==> src/design/usbges_pkg.sv <==
// Constants shared by the general event status block
package usbges_pkg;

  // ==========================================================
  // Bus and data widths
  localparam int USBGES_ADDR_W = 8;
  localparam int USBGES_DATA_W = 8;

  // ==========================================================
  // Register offsets
  localparam logic [7:0] OFF_EVENT_STATUS = 8'h0a;
  localparam logic [7:0] OFF_EVENT_ENABLE = 8'h0b;
  localparam logic [7:0] OFF_EVENT_CLEAR = 8'h0c;
  localparam logic [7:0] OFF_CONTROL = 8'h0d;
  localparam logic [7:0] OFF_RESUME_RAW_STATUS = 8'h0e;
  localparam logic [7:0] OFF_RESUME_IRQ_MASK = 8'h0f;
  localparam logic [7:0] OFF_RESUME_IRQ_CLEAR = 8'h10;

  // ==========================================================
  // Status bit positions; bit 2 means babble in host role, bus reset in device role
  localparam int BIT_SUSPEND = 0;
  localparam int BIT_RESUME = 1;
  localparam int BIT_BABBLE = 2;
  localparam int BIT_BUS_RESET = 2;
  localparam int BIT_SOF = 3;
  localparam int BIT_CONNECT = 4;
  localparam int BIT_DISCONNECT = 5;
  localparam int CTRL_HOST_BIT = 0;
  localparam int RAW_RESUME_BIT = 0;

  // ==========================================================
  // Reset values and bit masks
  localparam logic [7:0] EVENT_STATUS_RST = 8'h00;
  localparam logic [7:0] EVENT_ENABLE_RST = 8'h06;
  localparam logic [7:0] CONTROL_RST = 8'h00;
  localparam logic [7:0] ENABLE_WR_MASK = 8'h3f;
  localparam logic [7:0] HOST_VALID_MASK = 8'h3e;
  localparam logic [7:0] DEVICE_VALID_MASK = 8'h0f;
  localparam logic [7:0] ALL_ONES = 8'hff;
  localparam logic [7:0] ALL_ZEROS = 8'h00;

endpackage : usbges_pkg

==> src/design/usbges_top.sv <==
// General event status register with clear-on-read, enable and interrupt
//
// How it works
// RULE_01 - Status is an 8-bit software read-only register, zero after reset.
// RULE_02 - Reading status returns the active events, then clears all of them.
// RULE_03 - Host role: peer disconnect sets bit 5.
// RULE_04 - Host role: peer connect sets bit 4.
// RULE_05 - Either role: each new frame sets bit 3.
// RULE_06 - Host role: babble sets bit 2, only after the first frame start was sent.
// RULE_07 - Either role: resume while suspended sets bit 1.
// RULE_08 - Resume bit only with clock enabled; gated clock uses raw resume registers.
// RULE_09 - Device role: bus reset sets bit 2.
// RULE_10 - Device role: suspend sets bit 0.
// RULE_11 - Unused bits of the active role read zero; software preserves them.
// RULE_12 - Interrupt only for set status bits whose enable is set, or raw resume with its mask bit set; status sets anyway.
// RULE_13 - An event in the same cycle as a clearing read stays set.
`timescale 1ns/100ps
`default_nettype none

module usbges_top
  import usbges_pkg::*;
(
  // Clock and reset
  input wire logic clk_in,
  input wire logic rst_n_in,
  // Register port
  input wire logic [USBGES_ADDR_W-1:0] reg_addr_in,
  input wire logic [USBGES_DATA_W-1:0] reg_wdata_in,
  input wire logic reg_wr_in,
  input wire logic reg_rd_in,
  output logic [USBGES_DATA_W-1:0] reg_rdata_out,
  // Bus event strobes from the link logic
  input wire logic ev_connect_in,
  input wire logic ev_disconnect_in,
  input wire logic ev_sof_in,
  input wire logic ev_babble_in,
  input wire logic ev_resume_in,
  input wire logic ev_bus_reset_in,
  input wire logic ev_suspend_in,
  // Controller state
  input wire logic ctrl_suspended_in,
  input wire logic sys_clk_enabled_in,
  // Interrupt
  output logic irq_out
);

  // ==========================================================
  // Decode
  function automatic logic reg_hit(input logic [USBGES_ADDR_W-1:0] addr,
                                   input logic [USBGES_ADDR_W-1:0] off);
    reg_hit = (addr == off);
  endfunction : reg_hit

  logic [7:0] status_ff;
  logic [7:0] nxt_status;
  logic [7:0] enable_ff;
  logic [7:0] nxt_enable;
  logic [7:0] control_ff;
  logic [7:0] nxt_control;
  logic raw_resume_ff;
  logic nxt_raw_resume;
  logic raw_mask_ff;
  logic nxt_raw_mask;
  logic sof_sent_ff;
  logic nxt_sof_sent;
  logic irq_ff;
  logic nxt_irq;
  logic [7:0] rdata_ff;
  logic [7:0] nxt_rdata;

  wire status_rd = reg_rd_in & reg_hit(reg_addr_in, OFF_EVENT_STATUS);
  wire enable_wr = reg_wr_in & reg_hit(reg_addr_in, OFF_EVENT_ENABLE);
  wire clear_wr = reg_wr_in & reg_hit(reg_addr_in, OFF_EVENT_CLEAR);
  wire control_wr = reg_wr_in & reg_hit(reg_addr_in, OFF_CONTROL);
  wire raw_mask_wr = reg_wr_in & reg_hit(reg_addr_in, OFF_RESUME_IRQ_MASK);
  wire raw_clear_wr = reg_wr_in & reg_hit(reg_addr_in, OFF_RESUME_IRQ_CLEAR);

  // ==========================================================
  // Role and event qualification
  wire host_role = control_ff[CTRL_HOST_BIT];
  wire [7:0] valid_mask = host_role ? HOST_VALID_MASK : DEVICE_VALID_MASK;
  // A role switch changes the meaning of the bits, so stale events are dropped
  wire role_change = control_wr & (reg_wdata_in[CTRL_HOST_BIT] != host_role);
  wire resume_live = ev_resume_in & ctrl_suspended_in;
  wire resume_clocked = resume_live & sys_clk_enabled_in; // RULE_07 RULE_08
  wire resume_gated = resume_live & ~sys_clk_enabled_in; // RULE_08
  wire babble_ok = host_role & ev_babble_in & sof_sent_ff; // RULE_06
  wire bus_reset_ok = ~host_role & ev_bus_reset_in; // RULE_09

  wire [7:0] events;
  assign events[7:6] = 2'h0; // RULE_11
  assign events[BIT_DISCONNECT] = host_role & ev_disconnect_in; // RULE_03
  assign events[BIT_CONNECT] = host_role & ev_connect_in; // RULE_04
  assign events[BIT_SOF] = ev_sof_in; // RULE_05
  assign events[BIT_BABBLE] = babble_ok | bus_reset_ok; // RULE_06 RULE_09
  assign events[BIT_RESUME] = resume_clocked; // RULE_07
  assign events[BIT_SUSPEND] = ~host_role & ev_suspend_in; // RULE_10 RULE_11

  wire [7:0] clear_vec = (status_rd ? ALL_ONES : ALL_ZEROS) // RULE_02
                       | (clear_wr ? reg_wdata_in : ALL_ZEROS)
                       | (role_change ? ALL_ONES : ALL_ZEROS);

  // ==========================================================
  // Sticky status bits; a set always beats a clear in the same cycle
  genvar gi;
  generate
    for (gi = 0; gi < USBGES_DATA_W; gi++)
    begin : g_status
      assign nxt_status[gi] = events[gi] | (status_ff[gi] & ~clear_vec[gi]); // RULE_13
    end
  endgenerate

  // First frame start in host role arms babble reporting
  assign nxt_sof_sent = role_change ? 1'b0
                      : (host_role & ev_sof_in) | sof_sent_ff; // RULE_06

  assign nxt_enable = enable_wr ? (reg_wdata_in & ENABLE_WR_MASK) : enable_ff;
  assign nxt_control = control_wr ? (reg_wdata_in & ALL_ONES) : control_ff;

  // Raw resume path stays live while the controller clock is gated off
  assign nxt_raw_resume = resume_gated
                        | (raw_resume_ff & ~(raw_clear_wr & reg_wdata_in[RAW_RESUME_BIT])); // RULE_08
  assign nxt_raw_mask = raw_mask_wr ? reg_wdata_in[RAW_RESUME_BIT] : raw_mask_ff;

  // Interrupt follows the next state so it rises with the status bit
  assign nxt_irq = (|(nxt_status & nxt_enable)) | (nxt_raw_resume & nxt_raw_mask); // RULE_12

  // ==========================================================
  // Read data: present only in the cycle after the strobe
  logic [7:0] rd_sel;
  assign rd_sel = reg_hit(reg_addr_in, OFF_EVENT_STATUS) ? (status_ff & valid_mask) // RULE_02 RULE_11
                : reg_hit(reg_addr_in, OFF_EVENT_ENABLE) ? enable_ff
                : reg_hit(reg_addr_in, OFF_CONTROL) ? control_ff
                : reg_hit(reg_addr_in, OFF_RESUME_RAW_STATUS) ? {7'h00, raw_resume_ff}
                : reg_hit(reg_addr_in, OFF_RESUME_IRQ_MASK) ? {7'h00, raw_mask_ff}
                : ALL_ZEROS;
  assign nxt_rdata = reg_rd_in ? rd_sel : ALL_ZEROS;

  // ==========================================================
  // Registers
  always_ff @(posedge clk_in or negedge rst_n_in)
  begin
    if (!rst_n_in)
    begin
      status_ff <= EVENT_STATUS_RST; // RULE_01
      enable_ff <= EVENT_ENABLE_RST;
      control_ff <= CONTROL_RST;
      sof_sent_ff <= 1'b0;
    end
    else
    begin
      status_ff <= nxt_status;
      enable_ff <= nxt_enable;
      control_ff <= nxt_control;
      sof_sent_ff <= nxt_sof_sent;
    end
  end

  always_ff @(posedge clk_in or negedge rst_n_in)
  begin
    if (!rst_n_in)
    begin
      raw_resume_ff <= 1'b0;
      raw_mask_ff <= 1'b0;
      irq_ff <= 1'b0;
      rdata_ff <= ALL_ZEROS;
    end
    else
    begin
      raw_resume_ff <= nxt_raw_resume;
      raw_mask_ff <= nxt_raw_mask;
      irq_ff <= nxt_irq;
      rdata_ff <= nxt_rdata;
    end
  end

  assign reg_rdata_out = rdata_ff;
  assign irq_out = irq_ff;
endmodule : usbges_top

`default_nettype wire

==> config.mk <==
export PLATFORM = sky130hd
export DESIGN_NAME = usbges_top
export DESIGN_NICKNAME = d
export VERILOG_FILES = /design/src/design/usbges_pkg.sv /design/src/design/usbges_top.sv
export SDC_FILE = /design/constraint.sdc
export NUM_CORES = 1
export LEC_CHECK = 0
export BUFFER_PORTS_ARGS = -buffer_cell sky130_fd_sc_hd__buf_2
export CORE_MARGIN = 8
export CORE_UTILIZATION = 48
export CTS_CLUSTER_SIZE = 12
export DETAILED_ROUTE_END_ITERATION = 16
export GPL_ROUTABILITY_DRIVEN = 0
export PLACE_DENSITY = 0.75
export SYNTH_ARGS = -nofsm -noshare
export SYNTH_HDL_FRONTEND = slang
export SYNTH_SLANG_ARGS = --single-unit
==> constraint.sdc <==
create_clock -name clk_in -period 1.6 [get_ports clk_in]
set_input_delay 0.08 -clock clk_in [delete_from_list [all_inputs] [get_ports clk_in]]
set_output_delay 0.08 -clock clk_in [all_outputs]
set_load 0.005 [all_outputs]
**Word level (Yosys, flattened, before mapping)**

Cells that the tools add are included.

- Register bits: 36
- Bits in latches: 0
- Memory bits (writable): 0
- Memory bits (read-only): 0
- Output and inout bits: 9
- Memories kept: 0

- Add/subtract/negate cells: 0
- $mul: 0
- Div/mod/pow operators: 0
- Order comparisons: 0
- Equal/unequal tests: 8
- Shifts and indexed selects: 0
- Muxes and demuxes: 13
- Bitwise operators: 53
- Reductions and logical operators: 1

Operators with widths:

| cell | count |
|---|---|
| $mux 8 | 8 |
| $eq 8x4->1 const B | 6 |
| $and 1x1->1 | 28 |
| $or 8x8->8 | 2 |
| $not 1->1 | 11 |
| $or 1x1->1 | 10 |
| $and 8x6->8 | 1 |
| $and 8x8->8 | 1 |
| $eq 8x5->1 const B | 1 |
| $reduce_or 8->1 | 1 |
| $mux 6 | 1 |
| $mux 1 | 4 |
| $ne 1x1->1 | 1 |

**Depth between registers and ports, before layout**

- Depth in word-level cells: 11
- Mapped depth: 8
- Depth with buffers taken out: 6

**Least setup slack after synthesis**

OpenSTA, ideal clock, no wires.

- Kind: in2reg
- From: in reg_addr_in[5]
- To: reg irq_ff, in the netlist irq_out
- Library setup time: 137 ps
- Arrival time: 1,727 ps
- Data required time: 1,463 ps
- Setup slack: -265 ps
- Stages on the path: 7
- Path buffers: 1
- Cell sequence: or3_4 -> buf_6 -> nor4_4 -> a22oi_4 -> a32o_1 -> a22oi_2 -> nand4_1

- Word-level cells in the longest chain between the ends: 11
- Elaborated cells between the ends (all ways): 50

Ends and longest elaborated chain:

| what | RTL line | RTL |
|---|---|---|
| start: declaration | usbges_top.sv:27 | `input wire logic [USBGES_ADDR_W-1:0] reg_addr_in,` |
| $eq 8x4->1 | usbges_top.sv:51 | `reg_hit = (addr == off);` |
| $and 1x1->1, on equally long branches | usbges_top.sv:71, usbges_top.sv:73, usbges_top.sv:74 |  |
| $mux 8, or another cell as far along | usbges_top.sv:99 | `wire [7:0] clear_vec = (status_rd ? ALL_ONES : ALL_ZEROS)` |
| $or 8x8->8 or $mux 8 (tied branches) | usbges_top.sv:100, usbges_top.sv:101 |  |
| $or 8x8->8 (*) | usbges_top.sv:101 | `\| (role_change ? ALL_ONES : ALL_ZEROS);` |
| $not 1->1 (*) | usbges_top.sv:109 | `assign nxt_status[gi] = events[gi] \| (status_ff[gi] & ~clear_vec[gi]);` |
| $and 1x1->1 (*) | usbges_top.sv:109 |  |
| $or 1x1->1 (*) | usbges_top.sv:109 |  |
| named net nxt_status[5] | usbges_top.sv:55 | `logic [7:0] nxt_status;` |
| $and 8x8->8 (*) | usbges_top.sv:126 | `assign nxt_irq = (\|(nxt_status & nxt_enable)) \| (nxt_raw_resume & nxt_raw_mask);` |
| $reduce_or 8->1 (*) | usbges_top.sv:126 |  |
| $or 1x1->1 (*) | usbges_top.sv:126 |  |
| named net nxt_irq | usbges_top.sv:67 | `logic nxt_irq;` |
| end signal: assignment | usbges_top.sv:172 | `irq_ff <= nxt_irq;` |
| end: declaration | usbges_top.sv:66 | `logic irq_ff;` |

Mark *: on every way through the listed nets, which the timed path passes. The rest lies on a longest branch.
A chain may end at the register's enable or synchronous reset.

**Final worst setup path**

- From: in reg_addr_in[5]
- To: reg irq_ff, in the netlist irq_out

- Elaborated cells between the ends (all ways): 50

RTL lines:

| what | RTL line | RTL |
|---|---|---|
| $eq 8x4->1 | usbges_top.sv:51 |  |
| $and 1x1->1 | usbges_top.sv:72 | `wire enable_wr = reg_wr_in & reg_hit(reg_addr_in, OFF_EVENT_ENABLE);` |
| $mux 8 | usbges_top.sv:117 | `assign nxt_enable = enable_wr ? (reg_wdata_in & ENABLE_WR_MASK) : enable_ff;` |
| named net nxt_enable[7] | usbges_top.sv:57 | `logic [7:0] nxt_enable;` |
| $and 8x8->8 | usbges_top.sv:126 |  |
| $reduce_or 8->1 | usbges_top.sv:126 |  |
| $or 1x1->1 | usbges_top.sv:126 |  |
| named net nxt_irq | usbges_top.sv:67 |  |

The timed path passes the listed nets, and every way through them passes these cells.

==> summary.md <==
The number of remaining DRC errors came out at 0. The tools report the nature of the critical path endpoint as a flop. In this run the power density over the cells is 825 nW/um^2. In the synthesized netlist the dominant register cell turns out to be sky130_fd_sc_hd__dfrtp_1. Counting instances in the post-synthesis netlist gives the leading cell types as sky130_fd_sc_hd__dfrtp_1, sky130_fd_sc_hd__mux2_2, sky130_fd_sc_hd__nand2_1, sky130_fd_sc_hd__a22oi_1, sky130_fd_sc_hd__nor2_1. The number of flip-flops and latches in the synthesized netlist was 36.

The cell chosen for the clock root is sky130_fd_sc_hd__clkbuf_4. The average wire per cell in the routed design works out to 17.1 um. The HPWL after detailed placement is 3280 um.

The setup total negative slack came out at 0 ps. The floorplan step set the die width to 75.6 um. The clock period could shrink to 1530 ps. Max-cap violations in this run came to 0.

Of all nets on the critical path, the largest fanout is 9. The net count after synthesis was 170. The worst pin sits at a relative slew slack of 48.2%.

After synthesis, the share of flip-flops with an asynchronous set or reset is 100%. The tools report the net count of the finished layout as 242. Setup repair after global routing left no endpoint under its margin.

For the via count of the routed design, the log shows 1412. The mean post-synth cell area is 12.1 um^2. 38 I/O pins were placed. Along the worst hold path, the cell count comes to 3. The first global-routing pass estimated 7250 um of wire.

The setup path with the least slack is of type input port to flop. The min-delay analysis places its worst path in the category input port to flop. The peak supply drop was 536 uV. The aggregate global-route resource usage was 17.3%.

The most common cell in the synthesized netlist is sky130_fd_sc_hd__dfrtp_1. By area the synthesized netlist is led by sky130_fd_sc_hd__dfrtp_1, sky130_fd_sc_hd__mux2_2, sky130_fd_sc_hd__a22oi_1, sky130_fd_sc_hd__dfstp_2, sky130_fd_sc_hd__nand2_1. The startpoint of the worst register-to-register path is control_ff[0]. The die is 75.6 um tall. The number of antenna violations at the first check in global routing was 0. The final critical path takes up 95.4% of the cycle. The run gives 50.8% as the fraction of power consumed by sequential logic.

Total number of H-tree levels: 2. The number of global-route vias before repair was 1528; the post-layout total power was 1.91 mW. For this run, the top clock speed supported by timing is 655 MHz. From synthesis to final layout, the design area changed by 35.5%. For the placement row count, the log shows 21.

The total setup violations reported at the end of the flow came out at 0. The run gives 0 as the max-slew violation count. The tools report the number of sinks on the clock net as 36.

Summing the sequential cell areas from Yosys gives 53.0% of the chip area. Entering global routing, the biggest net connects 37 pins. Between clock sinks in the finished design, the worst skew comes to 8.91 ps. The number of diodes came out at 0. Cell taking the most area after synthesis: sky130_fd_sc_hd__dfrtp_1.

Buffers inserted during clock tree synthesis total 5. In the global route stage, met3 resource usage came out at 5.26%. After clock tree synthesis, the clock-pin slew on the worst setup and hold paths is 110 ps. met2 is the most crowded layer. STA puts the critical path data arrival time at 1750 ps.

For met2 alone, demand over resource in global routing was 29.1%. In the synthesized netlist, the number of instances is 141. The depth of the worst register-to-register path is 5, and the met1 track demand over resource in global routing is 19.7%. No sink is reached through more buffers than the 2 on the longest clock path.

In this run the tool buffered the top-level ports with 37 buffer cells. The tools report the post-synthesis cell area as 1700 um^2. Yosys mapped a number of flops with a built-in enable equal to 0.

The number of antenna-violating nets in the routed design was 0; the data required time at the worst endpoint was 1820 ps. The floorplan step defined a core boundary enclosing 3360 um^2. After detailed routing, the total wire length is 4450 um. In the final layout, the share of cells above drive strength 1 is 48.1%. Of the total power, the share spent switching nets is 22.6%.

In this run the biggest area consumer among cell types represents 49.9% of the synthesized area. The flow ran to the end, and the final reports show no timing, DRC or antenna violations. In this run, the number of DRC markers left after iteration 0 of detailed routing was 117.

For the post-CTS setup-driven buffer insertion count, the log shows 0. During synthesis, Yosys emitted a total of 0 warnings. The tools report the critical path launch point as reg_addr_in[5].

The launch instance of the worst min-delay path is ctrl_suspended_in. After synthesis, the netlist uses 40 different library cells. Dividing the detail-routed via count by the number of cells gives 5.43.

The overflow left after global routing was 0; the floorplan die area was 5710 um^2. The finished layout holds 260 standard cells, fillers aside. The logs give 0 for the final number of hold-violating endpoints and 241 for the instance count after placement with tap cells included. The run gives 1.08 nW as the standby leakage power.

The first TritonRoute pass finished after 4 iterations. The worst setup path is launched from an input port. For the worst-skew pair, the clock arrives at the later sink with an insertion delay of 350 ps. The logs give 1.47 mW for the internal power component and 37.5% for the clock network power share. At the pin with the least slew margin, the transition time is 777 ps. The run gives 431 uW as the switching power total. The internal reg-to-reg setup slack was 120 ps; the combinational share of power was 11.8%.

TritonCTS built the clock tree. For the initial standard-cell utilization of the core, the log shows 50.7%.
-- cells by family (layout without fill, tap and decap cells) --
group / after synthesis / count (layout) / share of synthesized area [%]
compound gates: 37 / 37 / 17.7
flops: 36 / 36 / 53.0
buf+inv: 7 / 80 / 3.23
simple gates: 46 / 46 / 16.4
xor+xnor: 1 / 1 / 0.514
mux: 14 / 14 / 9.18
-- metal layers --
layer | vias up | share of wire, %
li1 | 667 | -
met1 | 679 | 41
met2 | 54 | 50
met3 | 12 | 6.5
met4 | 0 | 2.9
met5 | - | 0
-- final timing paths --
path,endpoint
worst max-delay path,irq_out
worst min-delay path,raw_resume_ff
worst max register to register,irq_out
worst min register to register,control_ff[2]
max in group asynchronous,reg_rdata_out[1]
min in group asynchronous,reg_rdata_out[0]
-- power by group through the flow --
stage / logic [mW] / registers, mW / clock network, mW
floorplan: 0.0951 / 0.980 / 0
global placement: 0.188 / 0.983 / 0
detailed placement: 0.197 / 0.984 / 0
CTS: 0.219 / 0.966 / 0.734
global route: 0.246 / 0.971 / 0.769
finish: 0.224 / 0.967 / 0.714
-- per-stage QoR --
| step | hold slack (ps) | instance area, um^2 | utilization, % | worst slack [ps] |
|---|---|---|---|---|
| 2_1_floorplan | -216 | 1710 | - | -256 |
| 3_3_place_gp | 187 | 2070 | 61.4 | -424 |
| 3_5_place_dp | 203 | 2070 | 61.4 | -438 |
| 4_1_cts | 4.59 | 2280 | 67.8 | 37.9 |
| 5_1_grt | 0.410 | 2310 | 68.7 | 14.8 |
| 6_report | 12.7 | 2310 | 68.7 | 74.0 |
-- area by class of cell --
cell class / instances / area, um^2
Fill cell: 269 / 1050
Sequential cell: 36 / 903
Multi-Input combinational cell: 98 / 790
Timing Repair Buffer: 69 / 453
Clock buffer: 7 / 65.1
Tap cell: 46 / 57.6
Clock inverter: 1 / 30.0
Inverter: 3 / 11.3
-- critical path, cell delays in order --
cell	delay [ps]
sky130_fd_sc_hd__buf_2	100
sky130_fd_sc_hd__or3_4	390
sky130_fd_sc_hd__or3_4	470
sky130_fd_sc_hd__and2_1	210
sky130_fd_sc_hd__nor3b_1	150
sky130_fd_sc_hd__a211oi_2	240
sky130_fd_sc_hd__nand4_1	110
-- layout by cell type (no fill, tap or decap), types with 2 or more instances in the layout --
cell type,netlist,final
sky130_fd_sc_hd__nand3_1,4,4
sky130_fd_sc_hd__clkbuf_8,2,2
sky130_fd_sc_hd__and2_1,2,2
sky130_fd_sc_hd__nor3_2,1,2
sky130_fd_sc_hd__o21ai_0,5,3
sky130_fd_sc_hd__dfrtp_1,34,34
sky130_fd_sc_hd__nor3b_1,2,2
sky130_fd_sc_hd__inv_1,3,3
sky130_fd_sc_hd__dlygate4sd3_1,0,11
sky130_fd_sc_hd__nand2_1,13,13
sky130_fd_sc_hd__and3_1,2,2
sky130_fd_sc_hd__a31o_2,2,2
sky130_fd_sc_hd__buf_2,1,37
sky130_fd_sc_hd__or3_4,1,2
sky130_fd_sc_hd__a21boi_0,6,6
sky130_fd_sc_hd__a21bo_2,3,3
sky130_fd_sc_hd__buf_4,0,21
sky130_fd_sc_hd__a32o_1,3,3
sky130_fd_sc_hd__nor3_1,4,2
sky130_fd_sc_hd__a22oi_2,2,2
sky130_fd_sc_hd__mux2_2,13,13
sky130_fd_sc_hd__clkbuf_4,0,5
sky130_fd_sc_hd__nor2_1,8,8
sky130_fd_sc_hd__a22oi_1,8,8
sky130_fd_sc_hd__o21ai_2,0,2
sky130_fd_sc_hd__dfstp_2,2,2
sky130_fd_sc_hd__a21oi_1,3,3
-- sequential cells by signal, summed over array words and instances, names as in the netlist --
name and flops:
sof_sent_ff 1, raw_resume_ff 1, control_ff 8, reg_rdata_out 8
status_ff 8, enable_ff 8, irq_out 1, raw_mask_ff 1
-- what timing repair did --
action                                  in CTS  in global routing
hold endpoints to repair                    44                  0
cloned                                       0                  0
pin swaps                                    0                  4
hold buffers                                11                  0
endpoints found under the setup margin       1                  1
gates resized for setup                      3                  7
Power figures use the tool's default switching activity.
